**src/hw/hps_pkg.sv**
```systemverilog
package hps_pkg;

	// Register indices; byte address is four times the index
	localparam logic [5:0] IDX_CTRL   = 6'h1D;
	localparam logic [5:0] IDX_STATUS = 6'h1F;
	localparam logic [5:0] IDX_ISTAT  = 6'h20;
	localparam logic [5:0] IDX_IMASK  = 6'h21;

	localparam logic [7:0] ADDR_CTRL   = {IDX_CTRL, 2'b00};
	localparam logic [7:0] ADDR_STATUS = {IDX_STATUS, 2'b00};
	localparam logic [7:0] ADDR_ISTAT  = {IDX_ISTAT, 2'b00};
	localparam logic [7:0] ADDR_IMASK  = {IDX_IMASK, 2'b00};

	// Holdover control field positions
	localparam int CTRL_HOLD_EN_LO = 0;
	localparam int CTRL_EXT_HOLD   = 1;
	localparam int CTRL_HOLD_EN_HI = 2;
	localparam int CTRL_COMP_EN    = 3;
	localparam int CTRL_RB_DIS     = 4;
	localparam int CTRL_W          = 5;
	localparam logic [4:0] CTRL_RESET = 5'h00;

	// Status field positions
	localparam int ST_LOCK      = 0;
	localparam int ST_PRI_ABOVE = 1;
	localparam int ST_SEC_ABOVE = 2;
	localparam int ST_VCO_ABOVE = 3;
	localparam int ST_SEC_SEL   = 4;
	localparam int ST_HOLD_ACT  = 5;
	localparam int ST_CAL_DONE  = 6;
	localparam int ST_W         = 7;

	// Interrupt event positions
	localparam int IRQ_CAL_DONE   = 0;
	localparam int IRQ_HOLD_ENTER = 1;
	localparam int IRQ_LOCK_LOST  = 2;
	localparam int IRQ_REF_SWITCH = 3;
	localparam int IRQ_W          = 4;
	localparam logic [3:0] IRQ_RESET = 4'h0;

	// Pin multiplexer code for the comparator result
	localparam logic [4:0] PIN_SEL_COMP = 5'h1F;

	// Bus sequencing
	typedef enum logic {HPS_IDLE, HPS_ACCESS} hps_bus_state_t;

endpackage

```
**src/hw/hps_sticky.sv**
```systemverilog
`timescale 1ns/1ns
module hps_sticky
(
	// Clock and reset
	input  wire logic pclk,
	input  wire logic presetn,
	// Event and clear
	input  wire logic set,
	input  wire logic clr,
	// Sticky bit
	output logic      q
);

	// Set beats clear so an event in the clear cycle survives
	always_ff @(posedge pclk or negedge presetn)
	begin
		if (!presetn)
			q <= 1'b0;
		else if (set)
			q <= 1'b1;
		else if (clr)
			q <= 1'b0;
	end

endmodule

```
**src/hw/hps_regs.sv**
```systemverilog
`timescale 1ns/1ns
module hps_regs
	import hps_pkg::*;
(
	// Clock and reset
	input  wire logic        pclk,
	input  wire logic        presetn,
	// APB slave
	input  wire logic        psel,
	input  wire logic        penable,
	input  wire logic        pwrite,
	input  wire logic [7:0]  paddr,
	input  wire logic [31:0] pwdata,
	output logic [31:0]      prdata,
	output logic             pready,
	output logic             pslverr,
	// Status inputs from the monitors and holdover engine
	input  wire logic        cal_finished,
	input  wire logic        holdover_active,
	input  wire logic        secondary_ref_selected,
	input  wire logic        vco_above_threshold,
	input  wire logic        secondary_ref_above,
	input  wire logic        primary_ref_above,
	input  wire logic        digital_lock_flag,
	// Lock indicator comparator raw result
	input  wire logic        lock_indicator_pin,
	// Monitor pin multiplexer selects
	input  wire logic [4:0]  status_pin_select,
	input  wire logic [4:0]  reference_monitor_select,
	// Controls to the holdover engine
	output logic             comparator_enable,
	output logic             lock_qualifier,
	output logic             automatic_holdover_enable,
	output logic             external_holdover_enable,
	// Monitor pin drive, active low comparator result
	output logic             status_pin_comp_n,
	output logic             status_pin_comp_valid,
	output logic             reference_monitor_comp_n,
	output logic             reference_monitor_comp_valid,
	// Interrupt
	output logic             irq
);

	hps_bus_state_t       state;
	logic [CTRL_W-1:0]    ctrl;
	logic [IRQ_W-1:0]     imask;
	logic [IRQ_W-1:0]     istat;
	logic [IRQ_W-1:0]     ev_set;
	logic [IRQ_W-1:0]     ev_clr;
	logic [ST_W-1:0]      live_status;
	logic                 cal_prev;
	logic                 hold_prev;
	logic                 lock_prev;
	logic                 sel_prev;
	logic                 armed;
	logic                 setup;
	logic                 done_wr;
	logic                 mapped;
	logic                 comp_result;
	logic                 hold_en;
	logic [31:0]          next_prdata;

	// Bus phase decode
	assign setup   = psel && !penable;
	assign done_wr = (state == HPS_ACCESS) && psel && penable && pready && pwrite;
	assign mapped  = (paddr == ADDR_CTRL) || (paddr == ADDR_STATUS) ||
	                 (paddr == ADDR_ISTAT) || (paddr == ADDR_IMASK);

	// Live 7-bit status field, sampled again on every read
	assign live_status = {cal_finished,
	                      holdover_active,
	                      secondary_ref_selected,
	                      vco_above_threshold,
	                      secondary_ref_above,
	                      primary_ref_above,
	                      digital_lock_flag};

	// Comparator powered only when enabled
	assign comp_result = ctrl[CTRL_COMP_EN] && lock_indicator_pin;
	assign hold_en     = ctrl[CTRL_HOLD_EN_HI] && ctrl[CTRL_HOLD_EN_LO];

	// Bus sequencer; one access cycle, no wait states
	always_ff @(posedge pclk or negedge presetn)
	begin
		if (!presetn)
			state <= HPS_IDLE;
		else
		begin
			unique case (state)
				HPS_IDLE:
					if (setup)
						state <= HPS_ACCESS;
				HPS_ACCESS:
					state <= (psel && !penable) ? HPS_ACCESS : HPS_IDLE;
			endcase
		end
	end

	// Ready and error are registered at the setup edge
	always_ff @(posedge pclk or negedge presetn)
	begin
		if (!presetn)
		begin
			pready  <= 1'b0;
			pslverr <= 1'b0;
		end
		else
		begin
			pready  <= setup;
			pslverr <= setup && !mapped;
		end
	end

	// Read data mux
	always_comb
	begin
		next_prdata = 32'h0000_0000;
		unique case (paddr)
			ADDR_CTRL:   next_prdata[CTRL_W-1:0] = ctrl;
			ADDR_STATUS: if (!ctrl[CTRL_RB_DIS])
				next_prdata[ST_W-1:0] = live_status;
			ADDR_ISTAT:  next_prdata[IRQ_W-1:0] = istat;
			ADDR_IMASK:  next_prdata[IRQ_W-1:0] = imask;
			default:     next_prdata = 32'h0000_0000;
		endcase
	end

	// Read data captured at the setup edge, held through access
	always_ff @(posedge pclk or negedge presetn)
	begin
		if (!presetn)
			prdata <= 32'h0000_0000;
		else if (setup && !pwrite)
			prdata <= next_prdata;
	end

	// Holdover control; status offset has no write path
	always_ff @(posedge pclk or negedge presetn)
	begin
		if (!presetn)
			ctrl <= CTRL_RESET;
		else if (done_wr && paddr == ADDR_CTRL)
			ctrl <= pwdata[CTRL_W-1:0];
	end

	// Interrupt mask
	always_ff @(posedge pclk or negedge presetn)
	begin
		if (!presetn)
			imask <= IRQ_RESET;
		else if (done_wr && paddr == ADDR_IMASK)
			imask <= pwdata[IRQ_W-1:0];
	end

	// Previous inputs for edge events; armed once one history sample exists
	always_ff @(posedge pclk or negedge presetn)
	begin
		if (!presetn)
		begin
			cal_prev  <= 1'b0;
			hold_prev <= 1'b0;
			lock_prev <= 1'b0;
			sel_prev  <= 1'b0;
			armed     <= 1'b0;
		end
		else
		begin
			cal_prev  <= cal_finished;
			hold_prev <= holdover_active;
			lock_prev <= digital_lock_flag;
			sel_prev  <= secondary_ref_selected;
			armed     <= 1'b1;
		end
	end

	// Event detection; history is unknown right after reset, so no false edges then
	assign ev_set[IRQ_CAL_DONE]   = armed && cal_finished && !cal_prev;
	assign ev_set[IRQ_HOLD_ENTER] = armed && holdover_active && !hold_prev;
	assign ev_set[IRQ_LOCK_LOST]  = armed && !digital_lock_flag && lock_prev;
	assign ev_set[IRQ_REF_SWITCH] = armed && (secondary_ref_selected != sel_prev);
	assign ev_clr = (done_wr && paddr == ADDR_ISTAT) ? pwdata[IRQ_W-1:0] : IRQ_RESET;

	// One sticky cell per event
	genvar gi;
	generate
		for (gi = 0; gi < IRQ_W; gi++)
		begin : g_evt
			hps_sticky u_sticky
			(
				.pclk    (pclk),
				.presetn (presetn),
				.set     (ev_set[gi]),
				.clr     (ev_clr[gi]),
				.q       (istat[gi])
			);
		end
	endgenerate

	// Level interrupt from unmasked sticky bits
	always_ff @(posedge pclk or negedge presetn)
	begin
		if (!presetn)
			irq <= 1'b0;
		else
			irq <= |(istat & imask);
	end

	// Holdover engine controls, registered for clean outputs
	always_ff @(posedge pclk or negedge presetn)
	begin
		if (!presetn)
		begin
			comparator_enable         <= 1'b0;
			lock_qualifier            <= 1'b1;
			automatic_holdover_enable <= 1'b0;
			external_holdover_enable  <= 1'b0;
		end
		else
		begin
			comparator_enable         <= ctrl[CTRL_COMP_EN];
			// Disabled comparator reads as true so automatic entry is not blocked
			lock_qualifier            <= ctrl[CTRL_COMP_EN] ? lock_indicator_pin : 1'b1;
			automatic_holdover_enable <= hold_en && !ctrl[CTRL_EXT_HOLD];
			external_holdover_enable  <= hold_en && ctrl[CTRL_EXT_HOLD];
		end
	end

	// Monitor pins; valid only on the comparator select code
	always_ff @(posedge pclk or negedge presetn)
	begin
		if (!presetn)
		begin
			status_pin_comp_n            <= 1'b1;
			status_pin_comp_valid        <= 1'b0;
			reference_monitor_comp_n     <= 1'b1;
			reference_monitor_comp_valid <= 1'b0;
		end
		else
		begin
			status_pin_comp_n            <= !comp_result;
			status_pin_comp_valid        <= status_pin_select == PIN_SEL_COMP;
			reference_monitor_comp_n     <= !comp_result;
			reference_monitor_comp_valid <= reference_monitor_select == PIN_SEL_COMP;
		end
	end

	// Comparator gating reaches the controller one cycle on
	a_comp_off_high: assert property (@(posedge pclk) disable iff (!presetn)
		!ctrl[CTRL_COMP_EN] |=> lock_qualifier && !comparator_enable)
		else $error("lock qualifier low with comparator off");

	a_comp_on_pin: assert property (@(posedge pclk) disable iff (!presetn)
		ctrl[CTRL_COMP_EN] |=> lock_qualifier == $past(lock_indicator_pin))
		else $error("lock qualifier does not follow pin");

	a_hold_both_bits: assert property (@(posedge pclk) disable iff (!presetn)
		##1 (automatic_holdover_enable || external_holdover_enable) ==
		$past(ctrl[CTRL_HOLD_EN_HI] && ctrl[CTRL_HOLD_EN_LO]))
		else $error("holdover enable not from both bits");

	a_ext_select: assert property (@(posedge pclk) disable iff (!presetn)
		ctrl[CTRL_EXT_HOLD] |=> !automatic_holdover_enable)
		else $error("automatic holdover on in external mode");

	a_status_read: assert property (@(posedge pclk) disable iff (!presetn)
		(setup && !pwrite && paddr == ADDR_STATUS && !ctrl[CTRL_RB_DIS]) |=>
		pready && prdata == {25'h0, $past(live_status)})
		else $error("status read not live");

	a_status_rb_off: assert property (@(posedge pclk) disable iff (!presetn)
		(setup && !pwrite && paddr == ADDR_STATUS && ctrl[CTRL_RB_DIS]) |=>
		prdata == 32'h0000_0000)
		else $error("status readback while disabled");

	a_status_wr_ign: assert property (@(posedge pclk) disable iff (!presetn)
		(done_wr && paddr == ADDR_STATUS) |=> $stable(ctrl) && $stable(imask))
		else $error("status write changed state");

	a_ctrl_write: assert property (@(posedge pclk) disable iff (!presetn)
		(done_wr && paddr == ADDR_CTRL) |=> ctrl == $past(pwdata[CTRL_W-1:0]))
		else $error("control write lost");

	a_ctrl_hold: assert property (@(posedge pclk) disable iff (!presetn)
		!(done_wr && paddr == ADDR_CTRL) |=> $stable(ctrl))
		else $error("control changed without write");

	a_status_pin: assert property (@(posedge pclk) disable iff (!presetn)
		(status_pin_select == PIN_SEL_COMP) |=>
		status_pin_comp_valid && status_pin_comp_n == !$past(comp_result))
		else $error("status pin comparator wrong");

	a_reference_monitor_pin_pin: assert property (@(posedge pclk) disable iff (!presetn)
		(reference_monitor_select == PIN_SEL_COMP) |=>
		reference_monitor_comp_valid && reference_monitor_comp_n == !$past(comp_result))
		else $error("monitor pin comparator wrong");

	a_lock_lost_irq: assert property (@(posedge pclk) disable iff (!presetn)
		($fell(digital_lock_flag) && imask[IRQ_LOCK_LOST]) |=> ##1 irq)
		else $error("lock loss did not interrupt");

endmodule

```
**config.mk**
```make
export PLATFORM = sky130hd
export DESIGN_NAME = hps_regs
export DESIGN_NICKNAME = d
export VERILOG_FILES = /design/src/hw/hps_pkg.sv /design/src/hw/hps_sticky.sv /design/src/hw/hps_regs.sv
export SDC_FILE = /design/constraint.sdc
export NUM_CORES = 1
export LEC_CHECK = 0
export ABC_CLOCK_PERIOD_IN_PS = 1950
export BUFFER_PORTS_ARGS = -buffer_cell sky130_fd_sc_hd__buf_2
export CORE_UTILIZATION = 30
export DETAILED_ROUTE_END_ITERATION = 12
export GPL_TIMING_DRIVEN = 0
export PLACE_DENSITY_LB_ADDON = 0.2
export SLEW_MARGIN = 40
export SYNTH_ARGS = -nofsm -noshare
export SYNTH_HDL_FRONTEND = slang
export SYNTH_SLANG_ARGS = --single-unit
```
**constraint.sdc**
```tcl
create_clock -name pclk -period 1.95 [get_ports pclk]
set_clock_uncertainty 0.05 [all_clocks]
set_input_delay 0.2925 -clock pclk [delete_from_list [all_inputs] [get_ports pclk]]
set_output_delay 0.2925 -clock pclk [all_outputs]
set_load 0.01 [all_outputs]
```
## Yosys cells after proc, flatten, opt, wreduce, memory -nomap -nowiden

Index checks and enable logic that the tools add are counted.

| operators by class | value |
|---|---|
| eq/ne operators | 7 |
| multiplexer cells | 15 |
| bitwise operators | 1 |
| reduce and logical (&&, ||, !) cells | 37 |

Operators with widths:

| operator | count |
|---|---|
| logical AND 1 bit | 21 |
| == test 8 x 7 -> 1 bit (second input constant) | 2 |
| == test 8 bit (second input constant) | 2 |
| one-hot mux 4 bit (4 select lines) | 1 |
| == test 5 bit (second input constant) | 2 |
| 2-to-1 mux 1 bit | 10 |
| zero test 1 bit | 8 |
| nonzero test 2 bit | 4 |
| 2-to-1 mux 7 bit | 1 |
| bitwise AND 4 bit | 1 |
| 2-to-1 mux 4 bit | 1 |
| OR reduction 4 bit | 1 |
| logical OR 1 bit | 3 |
| 2-to-1 mux 2 bit | 1 |
| one-hot mux 1 bit (2 select lines) | 1 |
| inequality test 1 bit | 1 |

| word-level totals | value |
|---|---|
| register bits | 36 |
| input bits | 63 |
| output and inout bits | 43 |

## Longest topological paths before layout

Gate-level depths: netlist of run 1.

| depth | value |
|---|---|
| depth after elaboration | 8 |
| depth in mapped cells | 7 |
| gate-level depth less buffers | 4 |

## By module

Synthesis of run 1 repeated with hierarchy kept, for this count alone.

| unflattened totals | value |
|---|---|
| cell total of the unflattened synthesis | 160 |
| area total of the unflattened synthesis | 1776.7 um^2 |

Modules (own cells, without submodules):

| module | times used | cells an instance | area an instance (um^2) | seq. area each (um^2) |
|---|---|---|---|---|
| hps_regs | 1 | 148 | 1631.6 | 778.2 |
| hps_sticky | 4 | 3 | 36.3 | 25.0 |

## Worst setup path after synthesis of run 1

No wires, ideal clock.

| timing path | value |
|---|---|
| path type | input port to flip-flop |
| from | input port paddr[2] |
| to | register ctrl[0] |
| setup time | 0.125 ns |
| arrival time | 1.578 ns |
| slack | 0.197 ns |
| cell stages on the path | 7 |
| path buffers | 3 |
| path through | buf_6 -> nand4_1 -> or2_1 -> buf_6 -> or3_1 -> buf_6 -> mux2_4 |

| between the ends | value |
|---|---|
| cells in the longest elaborated chain, start to end | 2 |

Ends and longest elaborated chain:

| what | RTL line | source |
|---|---|---|
| start, declared | hps_regs.sv:12 | `input wire logic [7:0] paddr,` |
| == test 8 x 7 -> 1 bit | hps_regs.sv:142 | `else if (done_wr && paddr == ADDR_CTRL)` |
| logical AND 1 bit | hps_regs.sv:142 |  |
| end signal, assigned | hps_regs.sv:143 | `ctrl <= pwdata[CTRL_W-1:0];` |
| end, declared | hps_regs.sv:45 | `logic [CTRL_W-1:0] ctrl;` |

Every way passes these cells.
A chain may end at the register's enable or synchronous reset.

## Worst setup path in the final report of run 1

| timing path | value |
|---|---|
| from | input port penable |
| to | register prdata[5] |

| between the ends | value |
|---|---|
| cells in the longest elaborated chain, start to end | 3 |

Ends and longest elaborated chain:

| what | RTL line | source |
|---|---|---|
| start, declared | hps_regs.sv:10 | `input wire logic penable,` |
| zero test 1 bit | hps_regs.sv:64 | `assign setup = psel && !penable;` |
| logical AND 1 bit | hps_regs.sv:64 |  |
| logical AND 1 bit | hps_regs.sv:133 | `else if (setup && !pwrite)` |
| end signal, assigned | hps_regs.sv:134 | `prdata <= next_prdata;` |
| end, declared | hps_regs.sv:14 | `output logic [31:0] prdata,` |

Every way passes these cells.

==> summary.txt, run 1 <==
full die area: 5943 sq um
maximum number of pins on one net before global-route repair: 36
unrepaired setup endpoints after global routing: no
remaining antenna violation count: 0
Die X-Extent: 77.09 um
number of pins with negative max-slew slack in the final report: 0
power density relative to cell area: 633.2 nW/um^2
# resized after CTS: 0
status: finished, final reports clean
Placement Cell Area: 2130 sq um
worst r2r src: pready
overall routing resource usage: 12.58%
overall power of the completed layout: 1408 uW
detailed-route via count: 1251
placeable core region: 5270 sq um
leakage power summed over all cells: 0.001209 uW
cell taking the most area after synthesis: dfrtp_1
first-pass iteration count of the detailed router: 4
share of the cycle needed by the critical path after routing: 90.05%
number of inserted filler cells in the final layout: 554
post-synthesis cell type count: 32
portion of synthesized cell area occupied by the leading cell type: 48.82%
proportion of synthesized chip area in sequential cells: 51.92%
endpoint type of the worst setup path: flop
max-cap check violation count: 0
vias per cell: 4.115
critical path required time: 2120 ps
number of global-route vias before repair: 1164
diode insertion count for antenna repair: 0
Peak Freq: 569.5 MHz
gr ovfl total: 0
worst-path fanout max: 9
area of all placed cells without fillers: 2223 sq um
synth-to-layout area growth: 31.43%
Peak supply drop: 313.9 uV
I/O pin count: 106
post-DR wirelength/cell: 11.43 um
total count of hold-check failures in the final report: 0
Root Buffer Master: clkbuf_8
clock slew at reported path FFs: 70 ps
HP Start: lock_indicator_pin
routability cong.: 0.7330
Ys Warns: 0
cell area after technology mapping: 1692 sq um
worst min-delay path category: input port to flop
Site Rows: 26
level count of the clock H-tree: 2
post-synthesis register bit count: 35
synthesized netlist cell count: 149
Worst-Skew Late Latency: 280 ps
share of final-layout standard cells stronger than drive strength 1: 41.88%
initial antenna violation count: 0
die height: 77.09 um
final routed wirelength across all metal layers: 3474 um
starting density of the core: 32.10%
clock buffer count from CTS: 5
kind of start point of the critical path: input port
Critical Path AT: 1930 ps
number of port buffers: 52
iteration-0 DRC count of the detailed router: 31
wire length of the first global-routing pass: 5664 um
mean instance size in the synthesized netlist: 11.35 sq um
HPWL after detailed placement: 2709 um
maximum count of clock buffers along a single path: 2
Residual DRC: 0
final number of setup-violating endpoints: 0
number of sinks driven by the clock tree: 35
path type of the worst setup path: input port to flop
Worst setup startpoint: penable
number of nets in the final layout: 296
final critical delay including setup and external delays: 1756 ps
clock tree from TritonCTS: built
synth top area cells: dfrtp_1, buf_4, mux2_4
## power by group
group / total [uW] / switching, uW / leakage (uW) / internal [uW]
combinational: 167 / 85.6 / 0.000719 / 80.9
sequential: 741 / 4.81 / 0.000447 / 736
clock: 500 / 250 / 0.0000422 / 250
total: 1410 / 340 / 0.00121 / 1070
## per-stage QoR
| stage | instances | TNS (ps) | hold slack, ps | utilization, % | setup WS, ps |
|---|---|---|---|---|---|
| after floorplan | 173 | 0 | -53.09 | - | 197.1 |
| after global placement | 295 | -180.6 | 369.4 | 40.41 | -92.50 |
| after detailed placement | 295 | -170.4 | 367.2 | 40.41 | -88.77 |
| after CTS | 303 | 0 | 59.46 | 41.95 | 199.3 |
| after global routing | 304 | 0 | 82.58 | 42.19 | 113.6 |
| final | 304 | 0 | 87.43 | 42.19 | 194.1 |
## cells by family after synthesis
logic type	Yosys count	synth area share [%]
and+or+nand+nor	38	12.13
DFF	35	51.92
buffers and inverters	34	14.64
AOI/OAI and AO/OA	26	10.87
muxes	13	9.467
other	2	0.4440
xor gates and xnor gates	1	0.5178
## synthesized netlist by cell type
| cell type | n |
|---|---|
| o31ai_1 | 1 |
| nor2_1 | 3 |
| inv_1 | 4 |
| xor2_1 | 1 |
| a221o_1 | 1 |
| o22ai_1 | 7 |
| mux2i_1 | 4 |
| nor2b_1 | 9 |
| a22o_1 | 6 |
| mux2_4 | 5 |
| or2_1 | 1 |
| and3_1 | 1 |
| nand2_1 | 10 |
| buf_4 | 26 |
| buf_6 | 3 |
| dfrtp_1 | 33 |
| or3b_1 | 1 |
| nor4_1 | 1 |
| nor3_1 | 1 |
| a21o_1 | 3 |
| nand3_1 | 2 |
| dfstp_2 | 2 |
| nor3b_1 | 1 |
| nand4_1 | 2 |
| conb_1 | 2 |
| mux2_2 | 4 |
| a22oi_1 | 2 |
| a211oi_1 | 1 |
| a21oi_1 | 5 |
| clkbuf_1 | 1 |
| or3_1 | 5 |
| nand2b_1 | 1 |
## cell usage in the layout (no fill, tap or decap), types with 2 or more instances in the layout
| master | n |
|---|---|
| clkbuf_8 | 5 |
| a21oi_1 | 5 |
| nand4_1 | 2 |
| dfrtp_1 | 33 |
| nor2b_1 | 9 |
| o22ai_1 | 7 |
| buf_6 | 3 |
| a22oi_1 | 2 |
| clkbuf_1 | 3 |
| buf_2 | 51 |
| mux2_4 | 5 |
| a22o_1 | 6 |
| conb_1 | 26 |
| a21o_1 | 3 |
| nor2_1 | 3 |
| nand2_1 | 10 |
| mux2i_1 | 4 |
| inv_1 | 4 |
| mux2_2 | 4 |
| or3_1 | 5 |
| nand3_1 | 2 |
| buf_4 | 27 |
| dfstp_2 | 2 |
## flip-flops by register name, summed over array words and instances, names as in the netlist, 4 cells and up
name	flops
ctrl	5
g_evt.u_sticky.q	4
imask	4
prdata	7
## worst paths after layout
| check | slack (ps) | depth (start not counted) | endpoint |
|---|---|---|---|
| min | 90 | 2 | reference_monitor_comp_n |
| min in group asynchronous | 440 | 2 | prdata[3] |
| min reg2reg | 400 | 0 | comparator_enable |
| max in group asynchronous | 1070 | 2 | reference_monitor_comp_n |
| max reg2reg | 220 | 5 | ctrl[1] |
| max | 190 | 6 | prdata[5] |
## timing repair
action | CTS | global route
hold endpoints to repair | 0 | 33
endpoints found under the setup margin | 0 | 0
hold buffers | 0 | 1
buffers inserted | 0 | 0
## per-layer routing
layer | global-route usage, % | share of wire [%] | up-vias
li1 | - | - | 632
met1 | 17.57 | 48 | 568
met2 | 18.04 | 44 | 46
met3 | 3.333 | 6.4 | 5
met4 | 5.660 | 1.5 | 0
met5 | 0 | 0 | -
## layout make-up
cell class	count	area [sq um]	share of cell area, %
Inverter	4	15.01	0.6753
Clock buffer	7	76.32	3.433
Multi-Input combinational cell	104	655.6	29.49
Buffer	30	232.7	10.47
Tap cell	70	87.58	3.939
Timing Repair Buffer	53	272.8	12.27
Sequential cell	35	878.3	39.50
Clock inverter	1	5.005	0.2251
## worst max-delay path, cell delays in order
cell and delay (ps):
buf_2 110, or3b_1 360, clkbuf_1 200, or3_1 370, nor3b_1 380, a22o_1 200
Note: power is estimated with default switching activity, not from simulation.
==> run 2: changes to the inputs <==
- BUFFER_PORTS_ARGS: -buffer_cell sky130_fd_sc_hd__buf_2 -> not set
- DONT_BUFFER_PORTS: not set -> 1
==> run 2 against run 1 <==
Critical path depth down 1; core utilization down 3.5 points; combinational power down 22%; via count down 8.2%; sequential cell count unchanged; maximum frequency down 1.7%; worst setup slack worse by 31 ps; clock power up 7.0%; sequential power about the same; cell count down 15%; non-clock buffer count down 46.
==> summary.txt, run 2 (synthesis results as in run 1) <==
first-pass iteration count of the detailed router: 4 (unchanged)
number of global-route vias before repair: 1115 (-4.2%)
iteration-0 DRC count of the detailed router: 60 (+94%)
Largest stage delay, worst path: 400 ps (+20 ps)
leakage power summed over all cells: 0.001021 uW (-15%)
synth-to-layout area growth: 20.64%
level count of the clock H-tree: 2 (unchanged)
Root Buffer Master: clkbuf_8
worst min-delay path category: input port to flop
die height: 77.09 um (unchanged)
remaining antenna violation count: 0 (unchanged)
final critical delay including setup and external delays: 1787 ps (+30.94 ps)
HPWL after detailed placement: 2719 um (+0.35%)
family with the most delay on the worst path: simple AND/OR/NAND/NOR gates
initial antenna violation count: 0 (unchanged)
Site Rows: 26 (unchanged)
placeable core region: 5270 sq um (unchanged)
share of the cycle needed by the critical path after routing: 91.63% (+1.6 points)
slowest stage cell, crit path: dfrtp_1
overall routing resource usage: 12.51% (-0.067 points)
flip-flop count of the largest register, all copies and words added: 7 (unchanged)
commonest cells after routing, fill and taps aside: dfrtp_1, buf_4, conb_1, nand2_1, nor2b_1
max-cap check violation count: 0 (unchanged)
full die area: 5943 sq um (unchanged)
# resized after CTS: 0 (unchanged)
vias per cell: 4.453 (+8.2%)
maximum number of pins on one net before global-route repair: 36 (unchanged)
cell with the most instances on the worst path: or3_1
Peak supply drop: 342.2 uV (+9.0%)
path type of the worst setup path: flop to flop
wire length of the first global-routing pass: 5671 um (+0.12%)
number of pins with negative max-slew slack in the final report: 0 (unchanged)
Critical Path AT: 1910 ps (-20 ps)
register with the most flip-flops: prdata
diode insertion count for antenna repair: 0 (unchanged)
final number of setup-violating endpoints: 0 (unchanged)
Worst-Skew Late Latency: 280 ps (about the same)
share of final-layout standard cells stronger than drive strength 1: 25.53% (-16 points)
clock buffer count from CTS: 5 (unchanged)
worst-path fanout max: 5 (-4)
final routed wirelength across all metal layers: 3549 um (+2.2%)
Total Negative Setup Slacks: 0 ps (unchanged)
power density relative to cell area: 690.5 nW/um^2 (+9.0%)
clock tree from TritonCTS: built
status: finished, final reports clean
number of inserted filler cells in the final layout: 546 (-1.4%)
I/O pin count: 106 (unchanged)
instance count after placement with tap cells included: 243 (-18%)
maximum count of clock buffers along a single path: 2 (unchanged)
Peak Freq: 559.7 MHz (-1.7%)
total count of hold-check failures in the final report: 0 (unchanged)
clock slew at reported path FFs: 70 ps (about the same)
starting density of the core: 32.10% (unchanged)
gr ovfl total: 0 (unchanged)
critical path required time: 2070 ps (-50 ps)
number of nets in the final layout: 250 (-16%)
kind of start point of the critical path: flop
unrepaired setup endpoints after global routing: no
leading cell type in the layout, fill and taps excluded: dfrtp_1
leading registers by flop count: prdata: 7 flops, ctrl: 5 flops
Cell Count, Final, Fillers Out: 258 (-15%)
endpoint type of the worst setup path: flop
number of port buffers: 0 (-100%)
crit-path cells: nand4_1 > or3_1 > or3_1 > buf_6 > mux2_4
post-DR wirelength/cell: 13.76 um (+20%)
detailed-route via count: 1149 (-8.2%)
Die X-Extent: 77.09 um (unchanged)
number of sinks driven by the clock tree: 35 (unchanged)
utilization after layout: 38.72% (-3.5 points)
total buffers and inverters traversed by the critical path: 1 (-1)
routability cong.: 0.7944 (+8.4%)
Residual DRC: 0 (unchanged)
## run 2: worst reg2reg max path: cells and delay by family, from the launching register on
kind	cells	cell delay (ps)
flip-flops	1	400
multiplexers	1	290
AND/OR/NAND/NOR	3	780
buffers and inverters	1	150
## run 2: routing by layer
metal  wire length [um]  part of all wire [%]  up-vias  global-route usage (%)
met5                  0                     0        -                       0
met4                 50                   1.4        0                   6.226
met3                313                   8.8        5                   4.643
met2               1684                    47       51                   19.46
met1               1501                    42      553                   15.15
li1                   -                     -      540                       -
## run 2: area by class of cell
class	count	area, sq um	area share [%]
clock inverter	1	5.005	0.2452
tap	70	87.58	4.292
inverter	4	15.01	0.7357
timing repair buffer	7	80.08	3.924
sequential	35	878.3	43.04
multi-input combinational	104	655.6	32.13
clock buffer	7	86.33	4.231
buffer	30	232.7	11.40
## run 2: report_power, final
part / switching, uW / total (uW) / internal, uW / leakage [uW]
Clock: 251 / 535 / 285 / 0.0000482
Combinational: 64.9 / 130 / 64.8 / 0.000526
Sequential: 7.56 / 744 / 736 / 0.000447
## run 2: worst paths after layout
check / from / end / slack [ps] / cells past startpoint
max: pready / ctrl[0] / 160 / 5
max reg2reg: pready / ctrl[0] / 160 / 5
min: penable / pready / 30 / 1
max in group asynchronous: presetn / lock_qualifier / 1160 / 2
min in group asynchronous: presetn / ctrl[4] / 450 / 2
min reg2reg: ctrl[3] / comparator_enable / 400 / 0
## run 2: repair_timing
action	CTS	global route
hold endpoints to repair	40	0
buffers inserted	0	0
hold buffers	7	0
setup endpoints to repair	0	0
## run 2: per-stage QoR
step / setup slack (ps) / instance area (sq um) / power (uW) / hold slack (ps)
final: 163.2 / 2041 / 1409 / 25.95
after floorplan: 197.1 / 1782 / 847.4 / -53.09
after detailed placement: 37.22 / 1869 / 856.3 / -52.03
after global placement: 61.82 / 1869 / 855.4 / -52.23
after CTS: 151.6 / 2041 / 1427 / 17.50
after global routing: 84.85 / 2041 / 1467 / 23.52
